[config.mk]
export PLATFORM = sky130hd
export DESIGN_NAME = dssp_two_wire_slave
export DESIGN_NICKNAME = d
export VERILOG_FILES = /design/src/logic/dssp_addr_reg.v /design/src/logic/dssp_two_wire_slave.v
export VERILOG_INCLUDE_DIRS = /design/src /design/src/logic
export SDC_FILE = /design/constraint.sdc
export NUM_CORES = 1
export LEC_CHECK = 0
export BUFFER_PORTS_ARGS = -buffer_cell sky130_fd_sc_hd__buf_2
export CORE_MARGIN = 2
export CORE_UTILIZATION = 58
export CTS_CLUSTER_DIAMETER = 200
export DETAILED_ROUTE_END_ITERATION = 10
export PLACE_DENSITY_LB_ADDON = 0.15
export SLEW_MARGIN = 20
export SYNTH_ARGS = -nofsm -noshare
export SYNTH_HDL_FRONTEND = slang
export SYNTH_HIERARCHICAL = 1
export SYNTH_SLANG_ARGS = --single-unit
[constraint.sdc]
create_clock -name CLOCK -period 3.14 [get_ports CLOCK]
set_input_delay 0.628 -clock CLOCK [delete_from_list [all_inputs] [get_ports CLOCK]]
set_output_delay 0.628 -clock CLOCK [all_outputs]
set_load 0.01 [all_outputs]
[src/logic/dssp_defs.vh]
// Purpose: constants for the two-wire register-access slave port
// Assumes: included by the design files by bare name
// Notes: definitions only
`ifndef DSSP_DEFS_VH
`define DSSP_DEFS_VH

`define DSSP_ADDR_DEFAULT   7'h1c
`define DSSP_REG_DEV_ADDR   8'h0c
`define DSSP_REG_CONTROL    8'h02
`define DSSP_DIS_BIT        0
`define DSSP_ADDR_MSB       6
`define DSSP_BIT_LAST       3'h7
`define DSSP_DIR_READ       1'b1

`endif

[src/logic/dssp_addr_reg.v]
// Purpose: device address holder for the two-wire slave
// Assumes: write strobe and data come from the clock domain of CLOCK
// Notes: holds the 7-bit address
`timescale 1ns/100ps
`include "dssp_defs.vh"

module dssp_addr_reg (
	clk,
	rst,
	wr_en,
	wr_data,
	addr
);
	input  wire       clk;
	input  wire       rst;
	input  wire       wr_en;
	input  wire [6:0] wr_data;
	output reg  [6:0] addr;

	// stands in for the non-volatile cell: reset restores the factory value
	always @(posedge clk) begin
		if (rst)
			addr <= `DSSP_ADDR_DEFAULT;
		else if (wr_en)
			addr <= wr_data;
	end
endmodule // dssp_addr_reg

[src/logic/dssp_two_wire_slave.v]
// Purpose: two-wire slave port sharing its pins with the four-wire port
// Assumes: bus pins and select pin are asynchronous to CLOCK; CLOCK much faster than SCL
// Notes: register contents outside this block are reached through REG_* ports
`timescale 1ns/100ps
`include "dssp_defs.vh"

module dssp_two_wire_slave (
	CLOCK,
	RST,
	SCL_IN,
	SDA_IN,
	SDA_OUT,
	SDA_OE,
	SELECT_N_PIN,
	REG_ADDR,
	REG_WR_DATA,
	REG_WR,
	REG_RD,
	REG_RD_DATA,
	TWO_WIRE_DISABLE
);
	input  wire       CLOCK;
	input  wire       RST;
	input  wire       SCL_IN;
	input  wire       SDA_IN;
	output wire       SDA_OUT;
	output reg        SDA_OE;
	input  wire       SELECT_N_PIN;
	output reg  [7:0] REG_ADDR;
	output reg  [7:0] REG_WR_DATA;
	output reg        REG_WR;
	output reg        REG_RD;
	input  wire [7:0] REG_RD_DATA;
	output reg        TWO_WIRE_DISABLE;

	// =========================================
	// states
	localparam ST_IDLE  = 6'b000001;
	localparam ST_DEV   = 6'b000010;
	localparam ST_REG   = 6'b000100;
	localparam ST_WDATA = 6'b001000;
	localparam ST_RDATA = 6'b010000;
	localparam ST_MACK  = 6'b100000;

	// =========================================
	// synchronisers
	reg [1:0] scl_s;
	reg [1:0] sda_s;
	reg [1:0] sel_s;
	reg       scl_d;
	reg       sda_d;

	always @(posedge CLOCK) begin
		scl_s <= {scl_s[0], SCL_IN};
		sda_s <= {sda_s[0], SDA_IN};
		sel_s <= {sel_s[0], SELECT_N_PIN};
		scl_d <= scl_s[1];
		sda_d <= sda_s[1];
	end

	wire scl      = scl_s[1];
	wire sda      = sda_s[1];
	// high select pin enables the two-wire side; disable bit gates it off
	wire tw_on    = sel_s[1] & ~TWO_WIRE_DISABLE;
	wire scl_rise = scl & ~scl_d;
	wire scl_fall = ~scl & scl_d;
	wire start_c  = tw_on & scl & scl_d & sda_d & ~sda;
	wire stop_c   = tw_on & scl & scl_d & ~sda_d & sda;

	// =========================================
	// address register
	wire [6:0] own_addr;
	reg        addr_wr;

	dssp_addr_reg u_addr (
		.clk     (CLOCK),
		.rst     (RST),
		.wr_en   (addr_wr),
		.wr_data (REG_WR_DATA[`DSSP_ADDR_MSB:0]),
		.addr    (own_addr)
	);

	// =========================================
	// byte engine
	reg [5:0] state;
	reg [7:0] shift;
	reg [2:0] bitcnt;
	reg       ack_phase;
	reg       sda_low;
	reg       wr_pend;

	// by stop the pointer has moved past the written byte, so decode the one before it
	wire [7:0] wr_target = REG_ADDR - 8'h01;

	assign SDA_OUT = 1'b0; // open drain: only ever pulls low, SCL never driven

	function addr_hit;
		input [7:0] b;
		input [6:0] a;
		addr_hit = (b[7:1] == a);
	endfunction

	always @(posedge CLOCK) begin
		REG_RD  <= 1'b0;
		REG_WR  <= 1'b0;
		addr_wr <= 1'b0;
		if (RST) begin
			state            <= ST_IDLE;
			shift            <= 8'h00;
			bitcnt           <= 3'h0;
			ack_phase        <= 1'b0;
			sda_low          <= 1'b0;
			SDA_OE           <= 1'b0;
			wr_pend          <= 1'b0;
			REG_ADDR         <= 8'h00;
			REG_WR_DATA      <= 8'h00;
			TWO_WIRE_DISABLE <= 1'b0;
		end else if (start_c) begin
			state     <= ST_DEV;
			bitcnt    <= 3'h0;
			ack_phase <= 1'b0;
			SDA_OE    <= 1'b0;
		end else if (stop_c || !tw_on) begin
			state     <= ST_IDLE;
			SDA_OE    <= 1'b0;
			ack_phase <= 1'b0;
			// a completed data byte takes effect at stop, or when select turns the port off
			if (wr_pend) begin
				REG_WR  <= 1'b1;
				wr_pend <= 1'b0;
				if (wr_target == `DSSP_REG_DEV_ADDR)
					addr_wr <= 1'b1;
				if (wr_target == `DSSP_REG_CONTROL)
					TWO_WIRE_DISABLE <= REG_WR_DATA[`DSSP_DIS_BIT];
			end
		end else if (scl_fall) begin
			// SDA_OE changes here, while clock is low; REG_* outputs move on clock rise or at stop
			if (ack_phase) begin
				ack_phase <= 1'b0;
				SDA_OE    <= 1'b0;
				if (state == ST_RDATA) begin
					shift  <= REG_RD_DATA;
					SDA_OE <= ~REG_RD_DATA[7];
				end
			end else if (sda_low) begin
				// the address ack of a read comes before the first data bit
				SDA_OE    <= 1'b1;
				ack_phase <= 1'b1;
				sda_low   <= 1'b0;
			end else if (state == ST_RDATA) begin
				SDA_OE <= ~shift[7];
			end else if (state == ST_MACK) begin
				SDA_OE <= 1'b0;
			end
		end else if (scl_rise && !ack_phase) begin
			case (state)
			ST_DEV, ST_REG, ST_WDATA: begin
				shift  <= {shift[6:0], sda};
				bitcnt <= bitcnt + 3'h1;
				if (bitcnt == `DSSP_BIT_LAST) begin
					sda_low <= 1'b1;
					if (state == ST_DEV) begin
						if (addr_hit({shift[6:0], sda}, own_addr)) begin
							if (sda == `DSSP_DIR_READ) begin
								state  <= ST_RDATA;
								REG_RD <= 1'b1;
							end else
								state <= ST_REG;
						end else begin
							state   <= ST_IDLE;
							sda_low <= 1'b0;
						end
					end else if (state == ST_REG) begin
						REG_ADDR <= {shift[6:0], sda};
						state    <= ST_WDATA;
					end else begin
						REG_WR_DATA <= {shift[6:0], sda};
						wr_pend     <= 1'b1;
						REG_ADDR    <= REG_ADDR + 8'h01;
						state       <= ST_WDATA;
					end
				end
			end
			ST_RDATA: begin
				shift  <= {shift[6:0], 1'b1};
				bitcnt <= bitcnt + 3'h1;
				if (bitcnt == `DSSP_BIT_LAST)
					state <= ST_MACK;
			end
			ST_MACK: begin
				// master ack asks for another byte; nack ends the read
				if (!sda) begin
					state     <= ST_RDATA;
					REG_ADDR  <= REG_ADDR + 8'h01;
					REG_RD    <= 1'b1;
					ack_phase <= 1'b1;
				end else
					state <= ST_IDLE;
			end
			ST_IDLE: begin
			end
			default: state <= ST_IDLE;
			endcase
		end
	end
endmodule // dssp_two_wire_slave

==> run_results.csv, run 1 <==
group,metric,value,unit
outcome,outcome,"finished clean",
cts,clk_latency,0.31,ns
global_route,grt_max_degree,28,
logic_synthesis,async_flop_share,0,%
setup_path,required,3.39,ns
setup_path,slowest_delay,0.61,ns
layout,final_common_cell,"dfxtp_1",
cts,cts-resized-gates,0,
setup_path,path_class,"flop to flop",
timing,slew_violations,0,
timing,max_freq,0.407,GHz
global_route,overflow,0,
power,power_leakage,1.16,nW
global_route,grt_pass1_vias,2075,
power,vdd_ir_drop_max,0.000324,V
layout,fillers,421,
setup_path,arrival,2.71,ns
timing,final-hold-violation-count,0,
layout,fin_util,65.8,%
routing,wl_per_cell,14.4,µm
run,maxCapViolations,0,
min_path,whs_path_depth,0,
floorplanning,die_x,73.9,µm
placed_design,dp_slack,0.689,ns
global_route,grt_antenna_before_repair,0,
min_path,min_to,"sda_s[1]",
cts,cts.path.max_buffers,2,
cts,htree_levels,2,
layout,diodes,0,
routing,firstDrtPassIters,4,
cts,path_clk_slew,0.10,ns
routing,num_vias,2343,
setup_path,rr_endpoint,"TWO_WIRE_DISABLE",
layout,layout.nets,368,
placed_design,dpl.hpwl,4350,µm
cts,tritoncts,"built",
logic_synthesis,synth-main-ff-cell,"dfxtp_1",
floorplanning,floorplan.initialDensity,60.0,%
floorplanning,core,4720,µm²
cts,cts_buffers,5,
min_path,hold_class,"flop to flop",
logic_synthesis,synth_edf_count,0,
layout,drive_gt1_share,17.4,%
setup_path,r2r_slack,0.69,ns
layout,instances_no_fill,417,
routing,drt_wl_total,5990,µm
logic_synthesis,synth.distinct_cells,53,
min_path,hp-start,"sda_s[0]",
routing,postRouteAntennaNets,0,
placed_design,port_buffers,32,
floorplanning,io_pins,34,
placed_design,gp_congestion,0.841,
global_route,grt_pass1_wl,9860,µm
layout,layout_common_cells,"56 x dfxtp_1, 38 x nor2_1, 37 x nand2_1",
logic_synthesis,synth.avg_cell_area,8.72,µm²
setup_path,cp-end-kind,"flop",
setup_path,reg2reg_depth,7,
logic_synthesis,ys_warn_count,6,
timing,rsz0062_at_grt,"no",
setup_path,slowest_stage,"or4b_2",
setup_path,crit_buf_inv,1,
power,power_density,382,nW/µm²
logic_synthesis,ys_seq_area_share,39.6,%
cts,ctsHoldBuffers,0,
routing,drt-initial-drc-count,183,
floorplanning,num_rows,25,
setup_path,worst_setup_path_start_kind,"flop",
timing,skew,0.00629,ns
logic_synthesis,synth-seq-cells,56,
logic_synthesis,syn_nets,344,
routing,drcViolationCount,0,
floorplanning,dieArea,5460,µm²
setup_path,r2r_start,"REG_ADDR[0]",
timing,min_period_over_period,78.2,%
logic_synthesis,syn_area,2830,µm²
setup_path,critPathMostFrequentCell,"nor4_1",
setup_path,crit_path_max_fanout,10,
cts,postCtsSetupBuffers,0,
setup_path,crit_family,"simple AND/OR/NAND/NOR gates",
global_route,track_usage,23.2,%
layout,syn_to_final_growth,9.71,%
routing,viasPerCell,5.62,
setup_path,path_cells,"inv_1, ha_1, or4b_2, nor4_1, o31ai_1, nor4_1, mux2i_1",
timing,setup_ws,0.686,ns
timing,slew_headroom,35.3,%
timing,setup_tns,0,ns
cts,cts.sinks,56,
logic_synthesis,netlist_instances,325,
placed_design,placed_cells,409,
timing,setup_violations,0,
floorplanning,die_h,73.9,µm
cts,cts_root_buf,"clkbuf_8",
timing,max_slew.worst_pin.slew,0.965,ns
timing,finalCriticalPeriod,2.45,ns
==> final cells by class <==
type | instances | area, µm² | area share, %
timing repair buffer | 35 | 183 | 5.88
clock buffer | 5 | 68.8 | 2.21
sequential | 56 | 1120 | 36.1
inverter | 6 | 22.5 | 0.724
tap | 67 | 83.8 | 2.70
clock inverter | 3 | 22.5 | 0.724
multi-input combinational | 245 | 1610 | 51.7
==> cell families after synthesis <==
logic type                 synth area share [%]
and+or+nand+nor                            26.6
AOI/OAI and AO/OA                          14.7
DFF                                        39.6
muxes                                      8.48
buffers and inverters                      3.93
xor gates and xnor gates                   4.02
adders and majority gates                  2.65
other                                     0.132
==> stage by stage <==
stage                     power, mW  area, µm²  hold WS (ns)
after floorplan               0.779       2830         0.310
after global placement        0.796       3020         0.311
after detailed placement      0.797       3020         0.312
after CTS                      1.19       3110         0.337
after global routing           1.23       3110         0.343
final                          1.19       3110         0.336
==> per-layer routing <==
metal / vias up / wire length (µm) / share of wire [%] / GRT usage, %
met3: 8 / 215 / 3.6 / 4.12
met4: 0 / 69 / 1.2 / 6.06
met2: 49 / 2660 / 44 / 35.3
li1: 1187 / - / - / -
met5: - / 0 / 0 / 0
met1: 1099 / 3050 / 51 / 34.0
==> worst register-to-register path, delay by kind of cell (launching register included) <==
kind | cells | cell delay, ns
and+or+nand+nor | 3 | 1.18
muxes | 1 | 0.22
DFF | 1 | 0.52
adders and majority gates | 1 | 0.25
AOI/OAI and AO/OA | 1 | 0.12
buffers and inverters | 1 | 0.11
==> worst max path at each step <==
stage / start / to / slack, ns / cells past startpoint
6_report: REG_ADDR[0] / TWO_WIRE_DISABLE / 0.69 / 7
5_1_grt: REG_ADDR[0] / TWO_WIRE_DISABLE / 0.47 / 7
4_1_cts: REG_ADDR[0] / TWO_WIRE_DISABLE / 0.67 / 7
3_5_place_dp: REG_ADDR[0] / TWO_WIRE_DISABLE / 0.69 / 7
3_3_place_gp: REG_ADDR[0] / TWO_WIRE_DISABLE / 0.82 / 7
2_1_floorplan: REG_ADDR[0] / TWO_WIRE_DISABLE / 0.86 / 7
==> cell usage after synthesis (5+ instances only) <==
cell type  number  area share [%]
xnor2_1        11             3.4
a31oi_1         5             1.1
nand3_1         8             1.4
dfxtp_1        56              40
nor3_1         12             2.1
ha_1            6             2.6
a21oi_1        12             2.1
nor4b_1         5             1.5
nor2_1         38             5.0
o21ai_0         9             1.6
inv_1           6            0.79
nor2b_1         5             1.1
mux2i_1        24             8.5
o21ai_1         5            0.88
and2_1          6             1.3
clkbuf_1       13             1.7
a211o_1         5             1.5
nand2_1        37             4.9
==> flip-flops by register name, summed over array words and instances, names as in the netlist, 2 cells and up <==
| register | count |
|---|---|
| bitcnt | 3 |
| scl_s | 2 |
| shift | 8 |
| sel_s | 2 |
| REG_WR_DATA | 8 |
| REG_ADDR | 8 |
| state | 6 |
| u_addr/addr | 7 |
| sda_s | 2 |
==> power by group <==
part,switching [mW],internal (mW)
clock,0.245,0.160
combinational,0.0364,0.0209
sequential,0.00747,0.716
total,0.289,0.898
Note: power is estimated with default switching activity, not from simulation.
==> run 2, diff against run 1 <==
--- a/config.mk
+++ b/config.mk
@@ -6,6 +6,7 @@
 export SDC_FILE = /design/constraint.sdc
 export NUM_CORES = 1
 export LEC_CHECK = 0
+export ABC_AREA = 1
 export BUFFER_PORTS_ARGS = -buffer_cell sky130_fd_sc_hd__buf_2
 export CORE_MARGIN = 2
 export CORE_UTILIZATION = 58
==> constraint.sdc (replaced) <==
create_clock -name CLOCK -period 2.4 [get_ports CLOCK]
set_input_delay 0.48 -clock CLOCK [delete_from_list [all_inputs] [get_ports CLOCK]]
set_output_delay 0.48 -clock CLOCK [all_outputs]
set_load 0.01 [all_outputs]
==> run 2 against run 1 <==
Compared with the run above:
- flip-flop and latch count did not move
- clock skew increased by 0.0051 ns
- count of clock-buffer cells in the layout increased by 1
- global-route usage up 2.1 points
- design area is 5.0% higher
- synthesized cell count up 35%
- combinational power increased by 59%
- critical path depth is 1 lower
- area after synthesis grew 4.8%
- clock power rose by 25%
- largest cell class unchanged
- largest power group unchanged
==> run_results.csv, run 2 <==
group,metric,value,unit
min_path,hold_class,"input pin to flop",
routing,drt_wl_total,6910,µm
floorplanning,num_rows,26,
logic_synthesis,netlist_top_cells_count,"100 x nand2_1, 82 x nor2_1, 56 x dfxtp_1, 51 x inv_1, 30 x o21ai_0",
routing,viasPerCell,5.24,
routing,firstDrtPassIters,5,
placed_design,port_buffers,32,
routing,drcViolationCount,0,
timing,rsz0062_at_grt,"no",
floorplanning,io_pins,34,
floorplanning,core,5010,µm²
global_route,grt_pass1_wl,11000,µm
global_route,overflow,0,
placed_design,placed_cells,534,
global_route,grt_antenna_before_repair,0,
timing,finalCriticalPeriod,1.82,ns
timing,slew_violations,0,
cts,cts.path.max_buffers,2,
layout,drive_gt1_share,13.8,%
logic_synthesis,synth.avg_cell_area,6.75,µm²
setup_path,path_class,"flop to flop",
cts,cts-resized-gates,0,
logic_synthesis,async_flop_share,0,%
timing,setup_tns,0,ns
cts,ctsHoldBuffers,0,
setup_path,arrival,2.02,ns
routing,num_vias,2835,
routing,wl_per_cell,12.8,µm
logic_synthesis,synth_top_area_share,37.7,%
placed_design,dpl_cell_area,3180,µm²
timing,min_period_over_period,75.7,%
global_route,track_usage,25.3,%
layout,layout.nets,490,
setup_path,crit_path_max_fanout,8,
logic_synthesis,synth.distinct_cells,29,
cts,htree_levels,2,
cts,cts_buffers,5,
cts,clk_latency,0.31,ns
logic_synthesis,netlist_instances,440,
logic_synthesis,synth-seq-cells,56,
cts,postCtsSetupBuffers,0,
outcome,outcome,"finished clean",
placed_design,dpl.hpwl,5300,µm
logic_synthesis,syn_nets,459,
placed_design,gp_congestion,0.900,
layout,finalInstanceArea,3270,µm²
floorplanning,die_h,75.6,µm
power,power_density,473,nW/µm²
cts,path_clk_slew,0.09,ns
timing,skew,0.0114,ns
cts,cts_root_buf,"clkbuf_8",
floorplanning,floorplan.initialDensity,59.3,%
layout,final_common_cell,"nand2_1",
global_route,grt_max_degree,29,
logic_synthesis,ys_seq_area_share,37.7,%
power,vdd_ir_drop_max,0.000383,V
global_route,grt_pass1_vias,2409,
logic_synthesis,ys_top_cells_by_area,"dfxtp_1 38%, nand2_1 13%, nor2_1 10%",
logic_synthesis,synth_top_area_cell,"dfxtp_1",
setup_path,worst_setup_path_start_kind,"flop",
setup_path,cp-end-kind,"flop",
layout,instances_no_fill,541,
logic_synthesis,synth.most_common_cell,"nand2_1",
cts,cts.sinks,56,
run,maxCapViolations,0,
timing,max_freq,0.550,GHz
power,power_leakage,1.54,nW
layout,syn_to_final_growth,9.94,%
logic_synthesis,ys_warn_count,6,
logic_synthesis,synth_edf_count,0,
cts,tritoncts,"built",
layout,layout_common_cells,"100 x nand2_1, 82 x nor2_1, 56 x dfxtp_1",
logic_synthesis,syn_area,2970,µm²
timing,holdWs,0.272,ns
logic_synthesis,synth-main-ff-cell,"dfxtp_1",
placed_design,dp_slack,0.600,ns
timing,final-hold-violation-count,0,
layout,diodes,0,
timing,setup_ws,0.583,ns
floorplanning,die_x,75.6,µm
timing,setup_violations,0,
routing,drt-initial-drc-count,156,
floorplanning,dieArea,5710,µm²
layout,largestRegisters,"REG_ADDR (8), REG_WR_DATA (8), shift (8)",
routing,postRouteAntennaNets,0,
setup_path,required,2.60,ns
==> run 2: cell types whose count changed after synthesis, sizes merged, moves of 5 or more <==
| cell | before | now |
|---|---|---|
| nor2 | 38 | 94 |
| inv | 6 | 52 |
| xnor2 | 11 | 5 |
| clkbuf | 13 | 8 |
| nand4 | 1 | 15 |
| mux2i | 24 | 0 |
| a211o | 5 | 0 |
| nor4b | 5 | 0 |
| nor2b | 8 | 0 |
| o21ai | 14 | 39 |
| and2 | 6 | 0 |
| nand3 | 8 | 26 |
| nand2 | 37 | 104 |
==> run 2: power breakdown <==
group	switching (mW)	internal (mW)	leakage, nW
combinational	0.0626	0.0287	1.05
clock	0.301	0.205	0.0417
sequential	0.00716	0.938	0.454
total	0.371	1.17	1.54
==> run 2: critical path: stages, from the launching register on <==
cell and delay, ns:
dfxtp_1 0.35, nor2_2 0.33, nand4_4 0.23, o21ai_1 0.25, nand3_1 0.24, o21ai_0 0.26
nor2_1 0.06
==> run 2: metal layers <==
layer | wire length [µm] | up-vias | GRT usage, % | part of all wire [%]
li1 | - | 1471 | - | -
met1 | 3200 | 1266 | 35.4 | 46
met2 | 3170 | 86 | 39.6 | 46
met3 | 442 | 12 | 5.56 | 6.4
met4 | 99 | 0 | 7.21 | 1.4
met5 | 0 | - | 0 | 0
==> run 2: cell families after synthesis <==
family          share of synthesized area [%]
xor+xnor                                 2.36
compound gates                           9.65
buf+inv                                  8.21
flops                                    37.7
simple gates                             39.4
fa+ha+maj                                2.53
other cells                             0.126
==> run 2: layout make-up <==
class                           count  area (µm²)
Sequential cell                    56        1120
Clock buffer                        6        72.6
Fill cell                         508        1740
Clock inverter                      1        8.76
Timing Repair Buffer               34         175
Multi-Input combinational cell    322        1610
Inverter                           52         195
Tap cell                           70        87.6
==> run 2: metrics by stage <==
stage,util [%],power (mW)
after floorplan,-,1.03
after global placement,63.6,1.06
after detailed placement,63.6,1.06
after global routing,65.2,1.61
after CTS,65.2,1.56
final,65.2,1.54
==> run 2: worst paths after layout <==
path	from	endpoint	slack (ns)	cells past startpoint
setup / recovery	state[3]	shift[7]	0.58	6
hold / removal	SCL_IN	scl_s[0]	0.27	1
setup reg to reg	state[3]	shift[7]	0.58	6
hold reg to reg	scl_s[0]	scl_s[1]	0.34	0
==> run 3, diff against run 2 <==
==> constraint.sdc (replaced) <==
create_clock -name CLOCK -period 1.9 [get_ports CLOCK]
set_input_delay 0.38 -clock CLOCK [delete_from_list [all_inputs] [get_ports CLOCK]]
set_output_delay 0.38 -clock CLOCK [all_outputs]
set_load 0.01 [all_outputs]
==> run 3 against run 2 <==
Compared with the run above:
- clock power increased by 28%
- critical endpoint is now REG_ADDR[0]
- register-to-register slack got worse by 0.37 ns
- combinational power is 29% higher
- largest power group unchanged
- final cell count grew 0.18%
- maximum frequency rose by 7.6%
==> run_results.csv, run 3 (same netlist as run 2, synthesis figures left out) <==
group,metric,value,unit
outcome,outcome,"finished clean",
setup_path,path_class,"flop to flop",
routing,drcViolationCount,0,
floorplanning,io_pins,34,
layout,fillers,517,
routing,viasPerCell,5.21,
routing,drt-initial-drc-count,185,
layout,layout_common_cells,"100 x nand2_1, 82 x nor2_1, 56 x dfxtp_1",
timing,final-hold-violation-count,0,
power,p_sw,0.477,mW
floorplanning,dieArea,5710,µm²
setup_path,crit_buf_inv,1,
placed_design,port_buffers,32,
setup_path,crit_family,"adder cells",
cts,cts_buffers,5,
layout,final_common_cell,"nand2_1",
layout,diodes,0,
cts,cts.path.max_buffers,2,
global_route,grt_max_degree,29,
min_path,whs_path_depth,1,
placed_design,gp_congestion,0.900,
global_route,grt_pass1_vias,2503,
min_path,hp-start,"SELECT_N_PIN",
run,maxCapViolations,0,
setup_path,reg2reg_depth,7,
timing,max_freq,0.592,GHz
setup_path,crit_path_max_fanout,10,
min_path,hold_class,"input pin to flop",
layout,seqCellArea,1120,µm²
placed_design,dpl_cell_area,3190,µm²
floorplanning,die_x,75.6,µm
cts,cts_root_buf,"clkbuf_8",
layout,syn_to_final_growth,10.5,%
power,power_leakage,1.55,nW
power,swShare,24.4,%
timing,rsz0062_at_grt,"no",
cts,clk_latency,0.31,ns
global_route,grt_antenna_before_repair,0,
power,p_int,1.48,mW
cts,path_clk_slew,0.10,ns
layout,drive_gt1_share,14.0,%
floorplanning,num_rows,26,
setup_path,slowest_delay,0.37,ns
global_route,overflow,0,
cts,cts.sinks,56,
power,power_frac_comb,6.0,%
setup_path,r2r_start,"bitcnt[0]",
power,clock_power_share,33.0,%
floorplanning,core,5010,µm²
layout,layout.nets,491,
floorplanning,floorplan.initialDensity,59.3,%
power,power_density,597,nW/µm²
timing,skew,0.00431,ns
global_route,grt_pass1_wl,11600,µm
power,seqPwrFrac,60.9,%
cts,ctsHoldBuffers,0,
timing,min_period_over_period,88.9,%
setup_path,required,2.11,ns
min_path,min_to,"sel_s[0]",
setup_path,slowest_stage,"dfxtp_1",
setup_path,arrival,1.90,ns
setup_path,path_cells,"ha_1, ha_1, inv_1, nand2_2, nand3_2, o21ai_0, nor2_1",
power,vdd_ir_drop_max,0.000520,V
timing,setup_tns,0,ns
setup_path,rr_endpoint,"REG_ADDR[0]",
floorplanning,die_h,75.6,µm
routing,wl_per_cell,12.8,µm
layout,multi_input_area,1620,µm²
routing,postRouteAntennaNets,0,
timing,finalCriticalPeriod,1.69,ns
routing,num_vias,2825,
setup_path,worst_setup_path_start_kind,"flop",
layout,fin_util,65.5,%
setup_path,r2r_slack,0.21,ns
layout,largestRegisters,"REG_ADDR (8), REG_WR_DATA (8), shift (8)",
timing,slew_violations,0,
cts,tritoncts,"built",
cts,htree_levels,2,
timing,setup_violations,0,
setup_path,critPathMostFrequentCell,"ha_1",
placed_design,dpl.hpwl,5370,µm
setup_path,cp-end-kind,"flop",
global_route,track_usage,26.6,%
timing,setup_ws,0.211,ns
layout,finalInstanceArea,3280,µm²
routing,firstDrtPassIters,6,
placed_design,dp_slack,0.130,ns
routing,drt_wl_total,6930,µm
-- run 3: worst max-delay path by stage --
| stage | endpoint | cells past startpoint | start | slack [ns] |
|---|---|---|---|---|
| global placement | shift[7] | 6 | state[3] | 0.14 |
| floorplan | shift[0] | 8 | state[2] | 0.45 |
| global route | REG_ADDR[0] | 10 | sda_s[1] | 0.03 |
| CTS | shift[7] | 6 | state[2] | 0.12 |
| detailed placement | shift[7] | 6 | state[2] | 0.13 |
| finish | REG_ADDR[0] | 7 | bitcnt[0] | 0.21 |
-- run 3: layout make-up --
cell class / count / share of cell area (%)
Timing Repair Buffer: 35 / 5.56
Sequential cell: 56 / 34.1
Multi-Input combinational cell: 322 / 49.2
Tap cell: 70 / 2.67
Clock buffer: 6 / 2.21
Inverter: 52 / 5.95
Clock inverter: 1 / 0.267
-- run 3: timing repair --
action,in CTS,in global routing
setup endpoints to repair,0,7
hold endpoints to repair,0,0
buffers inserted,0,0
resized for setup,0,2
-- run 3: per-stage QoR --
| step | total power [mW] | cells | hold slack [ns] |
|---|---|---|---|
| 6_report | 1.96 | 542 | 0.164 |
| 5_1_grt | 2.02 | 542 | 0.150 |
| 4_1_cts | 1.96 | 542 | 0.160 |
| 3_5_place_dp | 1.34 | 535 | 0.320 |
| 3_3_place_gp | 1.33 | 535 | 0.320 |
| 2_1_floorplan | 1.30 | 440 | 0.310 |
-- run 3: power groups by stage --
stage          Sequential [mW]  Combinational, mW  Clock (mW)
6_report                  1.19              0.118       0.647
5_1_grt                   1.20              0.134       0.693
4_1_cts                   1.19              0.116       0.655
3_5_place_dp              1.22              0.116           0
3_3_place_gp              1.22              0.114           0
2_1_floorplan             1.22             0.0814           0
-- run 3: routing by layer --
layer / vias to the layer above / wire, µm / global-route usage (%) / part of all wire [%]
met5: - / 0 / 0 / 0
met4: 0 / 127 / 7.80 / 1.8
met3: 10 / 316 / 3.57 / 4.6
met2: 69 / 3060 / 41.7 / 44
met1: 1284 / 3430 / 38.3 / 49
li1: 1462 / - / - / -
-- run 3: worst reg2reg max path: cells and delay by family (launching register included) --
family / cells / cell delay, ns
buffers and inverters: 1 / 0.12
and+or+nand+nor: 3 / 0.45
AOI/OAI and AO/OA: 1 / 0.21
DFF: 1 / 0.37
adders and majority gates: 2 / 0.46
